==> config.mk <==
export PLATFORM = sky130hd
export DESIGN_NAME = tos_top
export DESIGN_NICKNAME = d
export VERILOG_FILES = /design/src/tos_pkg.sv /design/src/tos_pin_cell.sv /design/src/tos_pix_div.sv /design/src/tos_top.sv
export VERILOG_INCLUDE_DIRS = /design/src /design/src/src
export SDC_FILE = /design/constraint.sdc
export NUM_CORES = 1
export LEC_CHECK = 0
export BUFFER_PORTS_ARGS = -buffer_cell sky130_fd_sc_hd__buf_2
export CORE_ASPECT_RATIO = 1.25
export CORE_MARGIN = 2
export CORE_UTILIZATION = 48
export CTS_CLUSTER_SIZE = 24
export DETAILED_ROUTE_END_ITERATION = 10
export PLACE_DENSITY = 0.76
export SLEW_MARGIN = 10
export SYNTH_ARGS = -nofsm -noshare
export SYNTH_HDL_FRONTEND = slang
export SYNTH_HIERARCHICAL = 1
export SYNTH_SLANG_ARGS = --single-unit
==> constraint.sdc <==
create_clock -name clk -period 2.4 [get_ports clk]
set_input_delay 0.48 -clock clk [delete_from_list [all_inputs] [get_ports clk]]
set_output_delay 0.48 -clock clk [all_outputs]
set_load 0.02 [all_outputs]
==> src/tos_defines.svh <==
// constants for the timing output select block
`ifndef TOS_DEFINES_SVH
`define TOS_DEFINES_SVH

`define TOS_AW 4
`define TOS_DW 32

`define TOS_ADDR_SEL 4'h0
`define TOS_ADDR_DRIVE 4'h4
`define TOS_ADDR_DIV 4'h8
`define TOS_ADDR_STATUS 4'hC

`define TOS_SRC_HSYNC 4'h0
`define TOS_SRC_HBLANK 4'h1
`define TOS_SRC_VSYNC 4'h2
`define TOS_SRC_VBLANK 4'h3
`define TOS_SRC_FSYNC 4'h4
`define TOS_SRC_FDIGITAL 4'h5
`define TOS_SRC_DE 4'h6
`define TOS_SRC_FID10 4'h7
`define TOS_SRC_AFS 4'h8
`define TOS_SRC_USER1 4'h9
`define TOS_SRC_USER2 4'hA
`define TOS_SRC_USER3 4'hB
`define TOS_SRC_USER4 4'hC

`define TOS_SEL_RESET 16'h3210
`define TOS_DRIVE_RESET 4'h0
`define TOS_DIV_RESET 8'h03
`define TOS_VSTD_OFF 6'h00

`define TOS_SEL_W 4
`define TOS_NPINS 4
`define TOS_DIV_W 8

`endif

==> src/tos_pkg.sv <==
// types and source decode for the timing output select block
`include "tos_defines.svh"

package tos_pkg;

    typedef struct packed {
        logic hsync;
        logic hblank;
        logic vsync;
        logic vblank;
        logic fsync;
        logic fdigital;
        logic de;
        logic fid10;
        logic audio_frame_sync;
        logic [3:0] user;
    } tos_timing_t;

    typedef logic [`TOS_SEL_W-1:0] tos_sel_t;

    // unused codes and afs on a part without audio give a steady low
    function automatic logic tos_pick(tos_timing_t s, tos_sel_t sel, logic afs_ok);
        logic y;
        y = 1'b0;
        case (sel)
            `TOS_SRC_HSYNC: y = s.hsync;
            `TOS_SRC_HBLANK: y = s.hblank;
            `TOS_SRC_VSYNC: y = s.vsync;
            `TOS_SRC_VBLANK: y = s.vblank;
            `TOS_SRC_FSYNC: y = s.fsync;
            `TOS_SRC_FDIGITAL: y = s.fdigital;
            `TOS_SRC_DE: y = s.de;
            `TOS_SRC_FID10: y = s.fid10;
            `TOS_SRC_AFS: y = s.audio_frame_sync & afs_ok;
            `TOS_SRC_USER1: y = s.user[0];
            `TOS_SRC_USER2: y = s.user[1];
            `TOS_SRC_USER3: y = s.user[2];
            `TOS_SRC_USER4: y = s.user[3];
            default: y = 1'b0;
        endcase
        return y;
    endfunction

endpackage

==> src/tos_pin_cell.sv <==
// one timing output pin: source pick, retimed to the pixel rate
`timescale 1ns/1ps

module tos_pin_cell import tos_pkg::*; #(
    parameter bit AUDIO_CAPABLE = 1'b1
) (
    input wire logic clk,
    input wire logic arst_n,
    input wire logic pix_en,
    input tos_timing_t src,
    input tos_sel_t sel,
    input wire logic drive_en,
    output logic val,
    output logic oe
);
    logic val_reg;
    logic val_next;
    logic oe_reg;
    logic oe_next;

    // selection is sampled only at a pixel edge so a host write cannot glitch the pin
    always_comb begin
        val_next = val_reg;
        oe_next = oe_reg;
        if (pix_en) begin
            val_next = tos_pick(src, sel, AUDIO_CAPABLE);
            oe_next = drive_en;
        end
    end

    always_ff @(posedge clk or negedge arst_n) begin
        if (!arst_n) begin
            val_reg <= 1'b0;
            oe_reg <= 1'b0;
        end else begin
            val_reg <= val_next;
            oe_reg <= oe_next;
        end
    end

    assign val = val_reg;
    assign oe = oe_reg;
endmodule

==> src/tos_pix_div.sv <==
// pixel rate divider: enable pulse plus the two pixel clock pins
`timescale 1ns/1ps
`include "tos_defines.svh"

module tos_pix_div import tos_pkg::*; #(
    parameter int DIV_W = `TOS_DIV_W
) (
    input wire logic clk,
    input wire logic arst_n,
    input wire logic [DIV_W-1:0] ratio,
    output logic pix_en,
    output logic pclk_a,
    output logic pclk_c
);
    logic [DIV_W-1:0] cnt_reg;
    logic [DIV_W-1:0] cnt_next;
    logic en_reg;
    logic en_next;
    logic pclk_reg;
    logic pclk_next;

    // a lowered ratio mid-period wraps at once instead of running past it
    always_comb begin
        if (cnt_reg >= ratio) begin
            cnt_next = '0;
        end else begin
            cnt_next = cnt_reg + 1'b1;
        end
        en_next = (cnt_next == '0);
        pclk_next = (cnt_next <= (ratio >> 1));
    end

    always_ff @(posedge clk or negedge arst_n) begin
        if (!arst_n) begin
            cnt_reg <= '0;
            en_reg <= 1'b0;
            pclk_reg <= 1'b0;
        end else begin
            cnt_reg <= cnt_next;
            en_reg <= en_next;
            pclk_reg <= pclk_next;
        end
    end

    // the enable coincides with the rising edge of both pixel clocks
    assign pix_en = en_reg;
    assign pclk_a = pclk_reg;
    assign pclk_c = pclk_reg;
endmodule

==> src/tos_top.sv <==
// timing output select block: four selectable timing pins
// Functional notes
// - each pin shows one of hsync, hblank, vsync, vblank, fsync, fdigital, de, fid, afs, user
// - pins change only at pixel clock edges, aligned to the pixel clock outputs
// - after reset the first pin carries horizontal sync
// - after reset the second pin carries horizontal blanking
// - after reset the third pin carries vertical sync
// - per pin high or low drive set by host, low after reset
// - all pins high impedance while the video standard select is zero
`timescale 1ns/1ps
`include "tos_defines.svh"

module tos_top import tos_pkg::*; #(
    parameter bit AUDIO_CAPABLE = 1'b1,
    parameter int NPINS = `TOS_NPINS,
    parameter int DIV_W = `TOS_DIV_W
) (
    input wire logic clk,
    input wire logic arst_n,
    input tos_timing_t src,
    input wire logic [5:0] video_standard_select,
    input wire logic [`TOS_AW-1:0] bus_addr,
    input wire logic [`TOS_DW-1:0] bus_wdata,
    input wire logic bus_wr,
    input wire logic bus_rd,
    output logic [`TOS_DW-1:0] bus_rdata,
    output logic [NPINS-1:0] timing_out_val,
    output logic [NPINS-1:0] timing_out_oe,
    output logic [NPINS-1:0] timing_out_drive_hi,
    output logic pixel_clock_out_a,
    output logic pixel_clock_out_c
);
    logic [NPINS*`TOS_SEL_W-1:0] sel_reg;
    logic [NPINS*`TOS_SEL_W-1:0] sel_next;
    logic [NPINS-1:0] drive_reg;
    logic [NPINS-1:0] drive_next;
    logic [DIV_W-1:0] div_reg;
    logic [DIV_W-1:0] div_next;
    logic [`TOS_DW-1:0] rdata_reg;
    logic [`TOS_DW-1:0] rdata_next;
    logic sel_touched_reg;
    logic sel_touched_next;
    logic drv_touched_reg;
    logic drv_touched_next;
    logic [5:0] vs_meta_reg;
    logic [5:0] vs_sync_reg;
    logic vstd_on;
    logic pix_en;
    logic [NPINS-1:0] val_w;
    logic [NPINS-1:0] oe_w;
    logic [`TOS_DW-1:0] status_w;

    // video standard arrives from pins: two flops before any use
    always_ff @(posedge clk or negedge arst_n) begin
        if (!arst_n) begin
            vs_meta_reg <= `TOS_VSTD_OFF;
            vs_sync_reg <= `TOS_VSTD_OFF;
        end else begin
            vs_meta_reg <= video_standard_select;
            vs_sync_reg <= vs_meta_reg;
        end
    end

    // off at reset too, so pins stay released until a standard is seen
    assign vstd_on = (vs_sync_reg != `TOS_VSTD_OFF);

    assign status_w = {
        18'h0_0000,
        vs_sync_reg,
        oe_w,
        val_w
    };

    always_comb begin
        sel_next = sel_reg;
        drive_next = drive_reg;
        div_next = div_reg;
        sel_touched_next = sel_touched_reg;
        drv_touched_next = drv_touched_reg;
        rdata_next = '0;
        if (bus_wr) begin
            case (bus_addr)
                `TOS_ADDR_SEL: begin
                    sel_next = bus_wdata[NPINS*`TOS_SEL_W-1:0];
                    sel_touched_next = 1'b1;
                end
                `TOS_ADDR_DRIVE: begin
                    drive_next = bus_wdata[NPINS-1:0];
                    drv_touched_next = 1'b1;
                end
                `TOS_ADDR_DIV: begin
                    div_next = bus_wdata[DIV_W-1:0];
                end
                default: begin
                end
            endcase
        end
        if (bus_rd) begin
            case (bus_addr)
                `TOS_ADDR_SEL: rdata_next = `TOS_DW'(sel_reg);
                `TOS_ADDR_DRIVE: rdata_next = `TOS_DW'(drive_reg);
                `TOS_ADDR_DIV: rdata_next = `TOS_DW'(div_reg);
                `TOS_ADDR_STATUS: rdata_next = status_w;
                default: rdata_next = '0;
            endcase
        end
    end

    always_ff @(posedge clk or negedge arst_n) begin
        if (!arst_n) begin
            sel_reg <= `TOS_SEL_RESET;
            drive_reg <= `TOS_DRIVE_RESET;
            div_reg <= `TOS_DIV_RESET;
            rdata_reg <= '0;
            sel_touched_reg <= 1'b0;
            drv_touched_reg <= 1'b0;
        end else begin
            sel_reg <= sel_next;
            drive_reg <= drive_next;
            div_reg <= div_next;
            rdata_reg <= rdata_next;
            sel_touched_reg <= sel_touched_next;
            drv_touched_reg <= drv_touched_next;
        end
    end

    tos_pix_div #(
        .DIV_W(DIV_W)
    ) u_div (
        .clk(clk),
        .arst_n(arst_n),
        .ratio(div_reg),
        .pix_en(pix_en),
        .pclk_a(pixel_clock_out_a),
        .pclk_c(pixel_clock_out_c)
    );

    for (genvar i = 0; i < NPINS; i++) begin : g_pin
        tos_pin_cell #(
            .AUDIO_CAPABLE(AUDIO_CAPABLE)
        ) u_pin (
            .clk(clk),
            .arst_n(arst_n),
            .pix_en(pix_en),
            .src(src),
            .sel(sel_reg[i*`TOS_SEL_W +: `TOS_SEL_W]),
            .drive_en(vstd_on),
            .val(val_w[i]),
            .oe(oe_w[i])
        );
    end

    assign timing_out_val = val_w;
    assign timing_out_oe = oe_w;
    assign timing_out_drive_hi = drive_reg;
    assign bus_rdata = rdata_reg;

    // each pin takes its own selected source at every pixel enable
    for (genvar k = 0; k < NPINS; k++) begin : g_chk

    end
endmodule

After elaboration in Yosys (flattened, before gate mapping):

Cells that the tools add are included.

* add/sub/neg operators: 1
* order comparisons: 2
* equality and inequality tests: 51
* muxes and demuxes: 7
* reductions and logical operators: 10

Operator list (count)
* 4-bit == test, second input constant: 22
* 4-bit by 3-bit == test with 1-bit output, second input constant: 17
* 16-bit one-hot mux with 4 select lines: 1
* 1-bit one-hot mux with 13 select lines: 4
* 4-bit by 2-bit == test with 1-bit output, second input constant: 8
* 4-bit zero test: 5
* 4-bit by 1-bit == test with 1-bit output, second input constant: 4
* 16-bit 2-to-1 mux: 1
* 8-bit by 1-bit adder with 8-bit output, second input constant: 1
* 8-bit >= comparator: 1
* 8-bit by 7-bit less-or-equal comparator with 1-bit output: 1
* 8-bit zero test: 1
* 8-bit 2-to-1 mux: 1
* 2-bit AND reduction: 3
* 6-bit nonzero test: 1

* flip-flop bits (word level): 87
* input bits: 59
* word-level logic and storage cells: 85

Depth between registers and ports, before layout:

Gate-level depths: netlist of the first run.

* word-level depth: 3
* mapped depth: 12
* mapped depth without buffers: 12

By module:

The synthesis of the first run kept the hierarchy.

Modules (own cells, without submodules)
* tos_top: times used 1, cells an instance 165, area an instance 2368.5 sq um, sequential area each 1408.9 sq um
* tos_pin_cell: times used 4, cells an instance 24, area an instance 227.7 sq um, sequential area each 50.0 sq um
* tos_pix_div: times used 1, cells an instance 91, area an instance 865.8 sq um, sequential area each 250.2 sq um

Worst setup path after synthesis of the first run:

No wires, ideal clock.

* path type: register -> register
* from: register div_reg[1]
* to: register u_div.pclk_reg (netlist: u_div/pclk_a)
* setup time: 0.073 ns
* arrival time: 2.276 ns
* required time: 2.327 ns
* setup slack: 0.051 ns
* stages on the path, launching flop included: 13
* path buffers: 0
* cell sequence: dfstp_2 inv_1 ha_1 o211ai_1 o21a_1 o21ai_4 nor2_1 ha_1 nor2b_1 o21a_1 o21ai_0 nand3b_1 a21oi_2

* cells in the longest elaborated chain, start to end: 3

Ends and longest elaborated chain
* start, declared: RTL line tos_top.sv:37 `logic [DIV_W-1:0] div_reg;`
* start signal, assigned: RTL line tos_top.sv:113 `` div_reg <= `TOS_DIV_RESET; ``
* start signal, assigned: RTL line tos_top.sv:120 `div_reg <= div_next;`
* 8-bit >= comparator: RTL line tos_pix_div.sv:24 `if (cnt_reg >= ratio) begin`
* 8-bit 2-to-1 mux: RTL line tos_pix_div.sv:24
* named net u_div.cnt_next[1]: RTL line tos_pix_div.sv:16 `logic [DIV_W-1:0] cnt_next;`
* 8-bit by 7-bit less-or-equal comparator with 1-bit output: RTL line tos_pix_div.sv:30 `pclk_next = (cnt_next <= (ratio >> 1));`
* named net u_div.pclk_next: RTL line tos_pix_div.sv:20 `logic pclk_next;`
* end signal, assigned: RTL line tos_pix_div.sv:41 `pclk_reg <= pclk_next;`
* end, declared: RTL line tos_pix_div.sv:19 `logic pclk_reg;`

The timed path passes the listed nets, and every way through them passes these cells.
A chain may end at the register's enable or synchronous reset.

Worst setup path in the final report of the first run:

Same ends and word-level chain as after synthesis.

==> summary.md, run 1 <==
## Run status
* run status: finished with violations
* violated checks: negative setup slack

## Clocking
* number of sinks driven by the clock tree: 74
* clock latency at the later pin of the worst-skew pair: 0.34 ns
* Longest Clk Path Bufs: 2
* clock-pin slew of the registers on the worst-case setup and hold paths: 0.08 ns
* CTS buffer count: 9
* cts-stage hold buffer count: 0
* root cell of the clock tree: clkbuf_8
* depth of the CTS H-tree: 3
* TritonCTS clock tree: yes

## Drt
* average wire length per cell after detail routing: 16.7 um
* number of nets with antenna violations after routing: 0
* aggregate routed wire length: 8.94 mm
* vias after detailed routing: 2981
* detailed router's first-iteration violation count: 147
* DR pass1 iterations: 4
* drt via density: 5.58
* drt drc: 0

## Critical path
* chain of cells forming the critical path: inv_2, ha_4, o211ai_1, o21a_1, o21ai_4, nor2_2, ha_1, nor2b_1, o21a_1, o21ai_2, nand3b_1, a21oi_2
* startpoint-to-endpoint class of the critical path: flip-flop to flip-flop
* Max FO, Critical Path: 4
* number of cells traversed by the worst register-to-register path: 12
* CP Launch Type: flip-flop
* required time of the critical path: 2.67 ns
* register-to-register setup slack: -0.09 ns
* Crit path buffers/inverters: 1
* kind of cell adding the most delay to the critical path: compound AO/OA/AOI/OAI gates
* end of the worst register-to-register path: u_div/pclk_a$_DFF_PN0_
* crit path capture type: flip-flop
* slowest stage cell, crit path: dfstp_2
* crit path DAT: 2.76 ns
* worst reg2reg path startpoint: div_reg[1]$_DFFE_PN1P_
* critical path's largest stage delay: 0.54 ns
* most frequent CP cell: o21a_1

## Synth
* number of standard cells after synthesis: 352
* netlist area before placement: 0.00415 mm2
* Syn Area/Cell: 11.8 um2
* dominant cell by count in the synthesized netlist: dfrtp_1
* cell type contributing the most total cell area after synthesis: dfrtp_1
* top cells by instance count after synthesis: 68 x dfrtp_1, 22 x mux2_2, 22 x nor2_1
* count of synthesis-stage warnings from yosys: 6
* Synth async-reset ratio: 1.00
* number of enable-type register cells in the synthesized netlist: 0
* Most used DFF post-synth: dfrtp_1
* main area contributors after synthesis: dfrtp_1 41%, mux2_2 6.0%, ha_1 4.8%
* Unique masters post-synth: 57
* sequential area share after synthesis: 0.449
* portion of synthesized cell area occupied by the leading cell type: 0.411
* Yosys reg bits: 74

## Global routing
* vias in the first global route: 2886
* total congestion overflow after global routing: 0
* maximum number of pins on one net before global-route repair: 51
* global-route usage over all layers: 0.196
* global-route wire length before repair: 14.3 mm
* number of antenna violations at the first check in global routing: 0

## STA
* setup slack of the critical path after layout: -0.0860 ns
* Final Setup Violations: 1
* max_slew headroom: 0.615
* final hold viol count: 0
* Tightest Pin Transition: 0.578 ns
* clock skew after layout: 0.00877 ns
* final worst path period need: 2.49 ns
* fmax: 0.402 GHz
* Total Negative Setup Slacks: -0.0860 ns
* post-route clock period utilization: 1.04
* unrepaired setup endpoints after global routing: yes
* number of max-slew violations in the final report: 0

## Floorplan
* number of placement rows: 37
* die area: 0.00940 mm2
* die height: 108 um
* area of the placeable core: 0.00833 mm2
* Die X-Extent: 87.1 um
* initial core utilization: 0.497
* Ports: 105

## Power
* Design Power: 4370 uW
* Leak: 0.00227 uW
* power density over cell area: 917 mW/mm2
* Max rail drop VDD: 0.504 mV

## Min path
* Hold Crit Class: primary input to asynchronous set/reset pin

## Flow run
* max-cap check violation count: 0

## Cells and area
* number of diodes: 0
* number of fillers in the final layout: 714
* total non-filler cell area in the finished layout: 0.00476 mm2
* layout net count: 507
* share of cells above drive strength 1: 0.394
* growth of design area from synthesis to finish: 14.8%

## Placed design
* post-detailed-placement cell area: 0.00453 mm2
* final weighted congestion of routability-driven global placement: 0.809
* count of input and output buffers: 72
* half-perimeter wire length after detailed placement: 6.74 mm

==> timing repair <==
item / CTS / global route
resized for setup: 5 / 4
setup buffers: 0 / 1
pin swaps: 0 / 2
setup endpoints to repair: 1 / 1
==> layout make-up <==
| type | count | area (um2) | area share |
|---|---|---|---|
| Timing Repair Buffer | 87 | 489 | 0.103 |
| Clock inverter | 6 | 48.8 | 0.0103 |
| Multi-Input combinational cell | 242 | 2040 | 0.428 |
| Sequential cell | 74 | 1860 | 0.391 |
| Inverter | 18 | 67.6 | 0.0142 |
| Tap cell | 97 | 121 | 0.0255 |
| Clock buffer | 10 | 138 | 0.0289 |
==> logic make-up after synthesis <==
logic type	share of synthesized area
buffers and inverters	0.0812
and+or+nand+nor	0.119
muxes	0.166
other	0.000905
AOI/OAI and AO/OA	0.121
xor gates and xnor gates	0.0148
DFF	0.449
adders and majority gates	0.0483
==> worst register-to-register path, cell delays in order (launching register included) <==
cell	delay, ns
dfstp_2	0.54
inv_2	0.04
ha_4	0.24
o211ai_1	0.09
o21a_1	0.23
o21ai_4	0.21
nor2_2	0.07
ha_1	0.28
nor2b_1	0.13
o21a_1	0.18
o21ai_2	0.15
nand3b_1	0.11
a21oi_2	0.12
==> layout by cell type, fill, tap and decap left out, drive strengths merged, types with 5 or more instances in the layout <==
| master | n |
|---|---|
| nand2b | 5 |
| inv | 21 |
| o21ai | 7 |
| nor2 | 25 |
| nand3b | 13 |
| conb | 16 |
| nand3 | 6 |
| o211ai | 9 |
| clkbuf | 10 |
| ha | 16 |
| dfrtp | 68 |
| a22oi | 6 |
| mux2i | 20 |
| mux2 | 32 |
| buf | 87 |
| dfstp | 6 |
| o41ai | 5 |
| a21oi | 16 |
| nand2 | 12 |
| o2111ai | 5 |
==> how the worst max path moves through the flow <==
| stage | startpoint | end | slack, ns | cells after the start |
|---|---|---|---|---|
| after floorplan | div_reg[1]$_DFFE_PN1P_ | u_div/pclk_a$_DFF_PN0_ | 0.05 | 12 |
| after global placement | div_reg[1]$_DFFE_PN1P_ | u_div/pclk_a$_DFF_PN0_ | -0.03 | 12 |
| after detailed placement | div_reg[1]$_DFFE_PN1P_ | u_div/pclk_a$_DFF_PN0_ | -0.12 | 12 |
| after CTS | div_reg[1]$_DFFE_PN1P_ | u_div/pclk_a$_DFF_PN0_ | -0.03 | 12 |
| after global routing | div_reg[1]$_DFFE_PN1P_ | u_div/pclk_a$_DFF_PN0_ | -0.16 | 12 |
| final | div_reg[1]$_DFFE_PN1P_ | u_div/pclk_a$_DFF_PN0_ | -0.09 | 12 |
==> power breakdown <==
part	switching (uW)	internal (uW)	total (uW)	leakage, uW
Sequential	320	1490	1810	0.000901
Clock	477	416	893	0.0000976
Combinational	842	824	1670	0.00127
==> per-layer routing <==
metal,wire length (um),share of wire,GRT usage
met4,144,0.016,0.0791
met3,380,0.043,0.0276
met1,3870,0.43,0.262
met5,0,0,0
met2,4550,0.51,0.322
==> stage by stage <==
stage	std cells	util	hold slack (ns)	worst slack [ns]
detailed placement	517	0.544	0.335	-0.123
CTS	533	0.569	0.124	-0.0346
finish	534	0.571	0.111	-0.0860
floorplan	367	-	0.184	0.0507
global route	534	0.571	0.140	-0.156
global placement	517	0.544	0.333	-0.0258
Power figures use the tool's default switching activity.
==> run 2: changes to the inputs <==
Settings changed: RECOVER_POWER set to 100, SETUP_SLACK_MARGIN set to 0.15.
==> run 2 against run 1 <==
Net effect:
- the flow now finishes without violations
- maximum frequency is 4.3% higher
- die area stayed put
- sequential power hardly changed
- final cell count is 0.37% higher
- clock power is 0.7% higher
- non-clock buffer count is 2 higher
- sequential share of layout area is 0.97 points higher
- clock-buffer cell count stayed put
- highest routed layer unchanged
==> summary.md, run 2 (synthesis results as in run 1) <==
## Clocking
* cts-stage hold buffer count: 0, unchanged
* TritonCTS clock tree: yes, unchanged
* CTS buffer count: 9, unchanged
* Longest Clk Path Bufs: 2, unchanged
* clock-pin slew of the registers on the worst-case setup and hold paths: 0.08 ns, about the same
* root cell of the clock tree: clkbuf_8, unchanged
* clock latency at the later pin of the worst-skew pair: 0.35 ns, was 0.34 ns
* depth of the CTS H-tree: 3, unchanged
* number of sinks driven by the clock tree: 74, unchanged

## Placed design
* half-perimeter wire length after detailed placement: 6.79 mm, was 6.74 mm
* count of input and output buffers: 72, unchanged
* dpl ws: -0.0641 ns, was -0.123 ns
* final weighted congestion of routability-driven global placement: 0.819, was 0.809
* instance count after placement with tap cells included: 519, was 517

## Min path
* source of the worst hold timing path: video_standard_select[4]
* Hold Crit Class: primary input to flip-flop, was primary input to asynchronous set/reset pin
* number of cells traversed by the worst hold path: 1

## Critical path
* crit path DAT: 2.66 ns, was 2.76 ns
* chain of cells forming the critical path: inv_2, ha_4, o211ai_1, o21a_1, o21ai_4, nor2_2, ha_1, nor2b_1, o21a_1, o21ai_2, nand3b_1, a21oi_2, unchanged
* end of the worst register-to-register path: u_div/pclk_a$_DFF_PN0_, unchanged
* kind of cell adding the most delay to the critical path: compound AO/OA/AOI/OAI gates, unchanged
* critical path launch point: div_reg[1]$_DFFE_PN1P_, unchanged
* crit path capture type: flip-flop, unchanged
* end of the critical path: u_div/pclk_a$_DFF_PN0_, unchanged
* Max FO, Critical Path: 5, was 4
* number of cells traversed by the worst register-to-register path: 12, unchanged
* CP Launch Type: flip-flop, unchanged
* required time of the critical path: 2.68 ns, was 2.67 ns
* slowest stage cell, crit path: dfstp_2, unchanged
* Crit path buffers/inverters: 1, unchanged
* worst reg2reg path startpoint: div_reg[1]$_DFFE_PN1P_, unchanged
* register-to-register setup slack: 0.02 ns, was -0.09 ns
* critical path's largest stage delay: 0.55 ns, was 0.54 ns
* most frequent CP cell: o21a_1, unchanged
* startpoint-to-endpoint class of the critical path: flip-flop to flip-flop, unchanged
* total number of cells along the worst setup path: 12, unchanged

## Floorplan
* initial core utilization: 0.497, unchanged
* area of the placeable core: 0.00833 mm2, unchanged
* number of placement rows: 37, unchanged
* die height: 108 um, unchanged
* die area: 0.00940 mm2, unchanged
* Ports: 105, unchanged
* Die X-Extent: 87.1 um, unchanged

## Drt
* aggregate routed wire length: 9.04 mm, was 8.94 mm
* drt drc: 0, unchanged
* vias after detailed routing: 3006, was 2981
* drt via density: 5.61, was 5.58
* detailed router's first-iteration violation count: 196, was 147
* average wire length per cell after detail routing: 16.9 um, was 16.7 um
* number of nets with antenna violations after routing: 0, unchanged
* DR pass1 iterations: 4, unchanged

## Power
* Design Power: 4320 uW, was 4370 uW
* power density over cell area: 930 mW/mm2, was 917 mW/mm2
* Max rail drop VDD: 0.445 mV, was 0.504 mV
* Leak: 0.00209 uW, was 0.00227 uW

## Global routing
* total congestion overflow after global routing: 0, unchanged
* vias in the first global route: 2965, was 2886
* number of antenna violations at the first check in global routing: 0, unchanged
* global-route wire length before repair: 14.4 mm, was 14.3 mm
* global-route usage over all layers: 0.200, was 0.196
* maximum number of pins on one net before global-route repair: 52, was 51

## Cells and area
* number of diodes: 0, unchanged
* leading cell type in the layout, fill and taps excluded: dfrtp_1, was buf_2
* final core utilization: 0.557, was 0.571
* layout net count: 509, was 507
* number of fillers in the final layout: 726, was 714
* filler-free cell count of the finished design: 536, was 534
* growth of design area from synthesis to finish: 12.0%, was 14.8%
* share of cells above drive strength 1: 0.292, was 0.394
* footprint of the flip-flops and latches: 0.00186 mm2, unchanged
* total area of multi-input combinational cells: 0.00197 mm2, was 0.00204 mm2
* leading cell types in the layout, fill and taps excluded: 68 x dfrtp_1, 40 x buf_2, 33 x clkbuf_1, 22 x mux2_2, 21 x nor2_1, was 72 x buf_2, 68 x dfrtp_1, 22 x mux2_2, 20 x nor2_1, 20 x mux2i_1

## STA
* clock skew after layout: 0.00988 ns, was 0.00877 ns
* Total Negative Setup Slacks: 0 ns, was -0.0860 ns
* max_slew headroom: 0.203, was 0.615
* setup slack of the critical path after layout: 0.0161 ns, was -0.0860 ns
* Tightest Pin Transition: 1.20 ns, was 0.578 ns
* final worst path period need: 2.38 ns, was 2.49 ns
* post-route clock period utilization: 0.993, was 1.04
* unrepaired setup endpoints after global routing: yes, unchanged
* fmax: 0.419 GHz, was 0.402 GHz
* final hold viol count: 0, unchanged
* Final Setup Violations: 0, was 1
* number of max-slew violations in the final report: 0, unchanged

## Flow run
* max-cap check violation count: 0, unchanged

## Run status
* run status: complete, no violations, was finished with violations

-- run 2: cell types whose count changed in the layout (fill, tap and decap cells not counted), moves of 9 or more --
cell / delta
mux2_1: +9
buf_2: -32
mux2_4: -9
clkbuf_1: +33
-- run 2: stage by stage --
stage               cell area [um2]  hold slack, ns
floorplan                      4200           0.184
global placement               4550           0.332
detailed placement             4550           0.337
CTS                            4760           0.104
global route                   4640           0.212
finish                         4640           0.235
-- run 2: area by class of cell --
class                      count  share of cell area
inverter                      18              0.0145
sequential                    74               0.400
multi-input combinational    242               0.423
timing repair buffer          89              0.0956
clock inverter                 6              0.0102
tap                           97              0.0261
clock buffer                  10              0.0296
-- run 2: worst min path at each step --
stage,end,slack (ns)
6_report,vs_meta_reg[4]$_DFF_PN0_,0.24
5_1_grt,vs_meta_reg[0]$_DFF_PN0_,0.21
4_1_cts,bus_rdata[9]$_DFF_PN0_,0.10
3_5_place_dp,vs_sync_reg[3]$_DFF_PN0_,0.34
3_3_place_gp,vs_sync_reg[3]$_DFF_PN0_,0.33
2_1_floorplan,bus_rdata[0]$_DFF_PN0_,0.18
-- run 2: what timing repair did --
item | 4_1_cts | 5_1_grt
gates resized for setup | 6 | 3
setup buffers | 1 | 0
setup endpoints to repair | 1 | 1
pin swaps | 2 | 2
cloned | 0 | 0
-- run 2: worst register-to-register path: cells and delay by family (launching register included) --
kind	cells	cell delay [ns]
adders and majority gates	2	0.53
DFF	1	0.55
and+or+nand+nor	3	0.30
AOI/OAI and AO/OA	6	0.91
buffers and inverters	1	0.05
-- run 2: where the power goes --
| group | leakage, uW | internal, uW | total [uW] | switching, uW |
|---|---|---|---|---|
| combinational | 0.00110 | 783 | 1630 | 846 |
| clock | 0.0000941 | 416 | 899 | 483 |
| sequential | 0.000900 | 1490 | 1790 | 306 |
| total | 0.00209 | 2680 | 4320 | 1630 |
-- run 2: metal layers --
layer,part of all wire,routed length (um),global-route usage,vias to the layer above
li1,-,-,-,1412
met1,0.41,3670,0.251,1466
met2,0.51,4610,0.331,110
met3,0.060,540,0.0399,18
met4,0.024,221,0.0901,0
met5,0,0,0,-
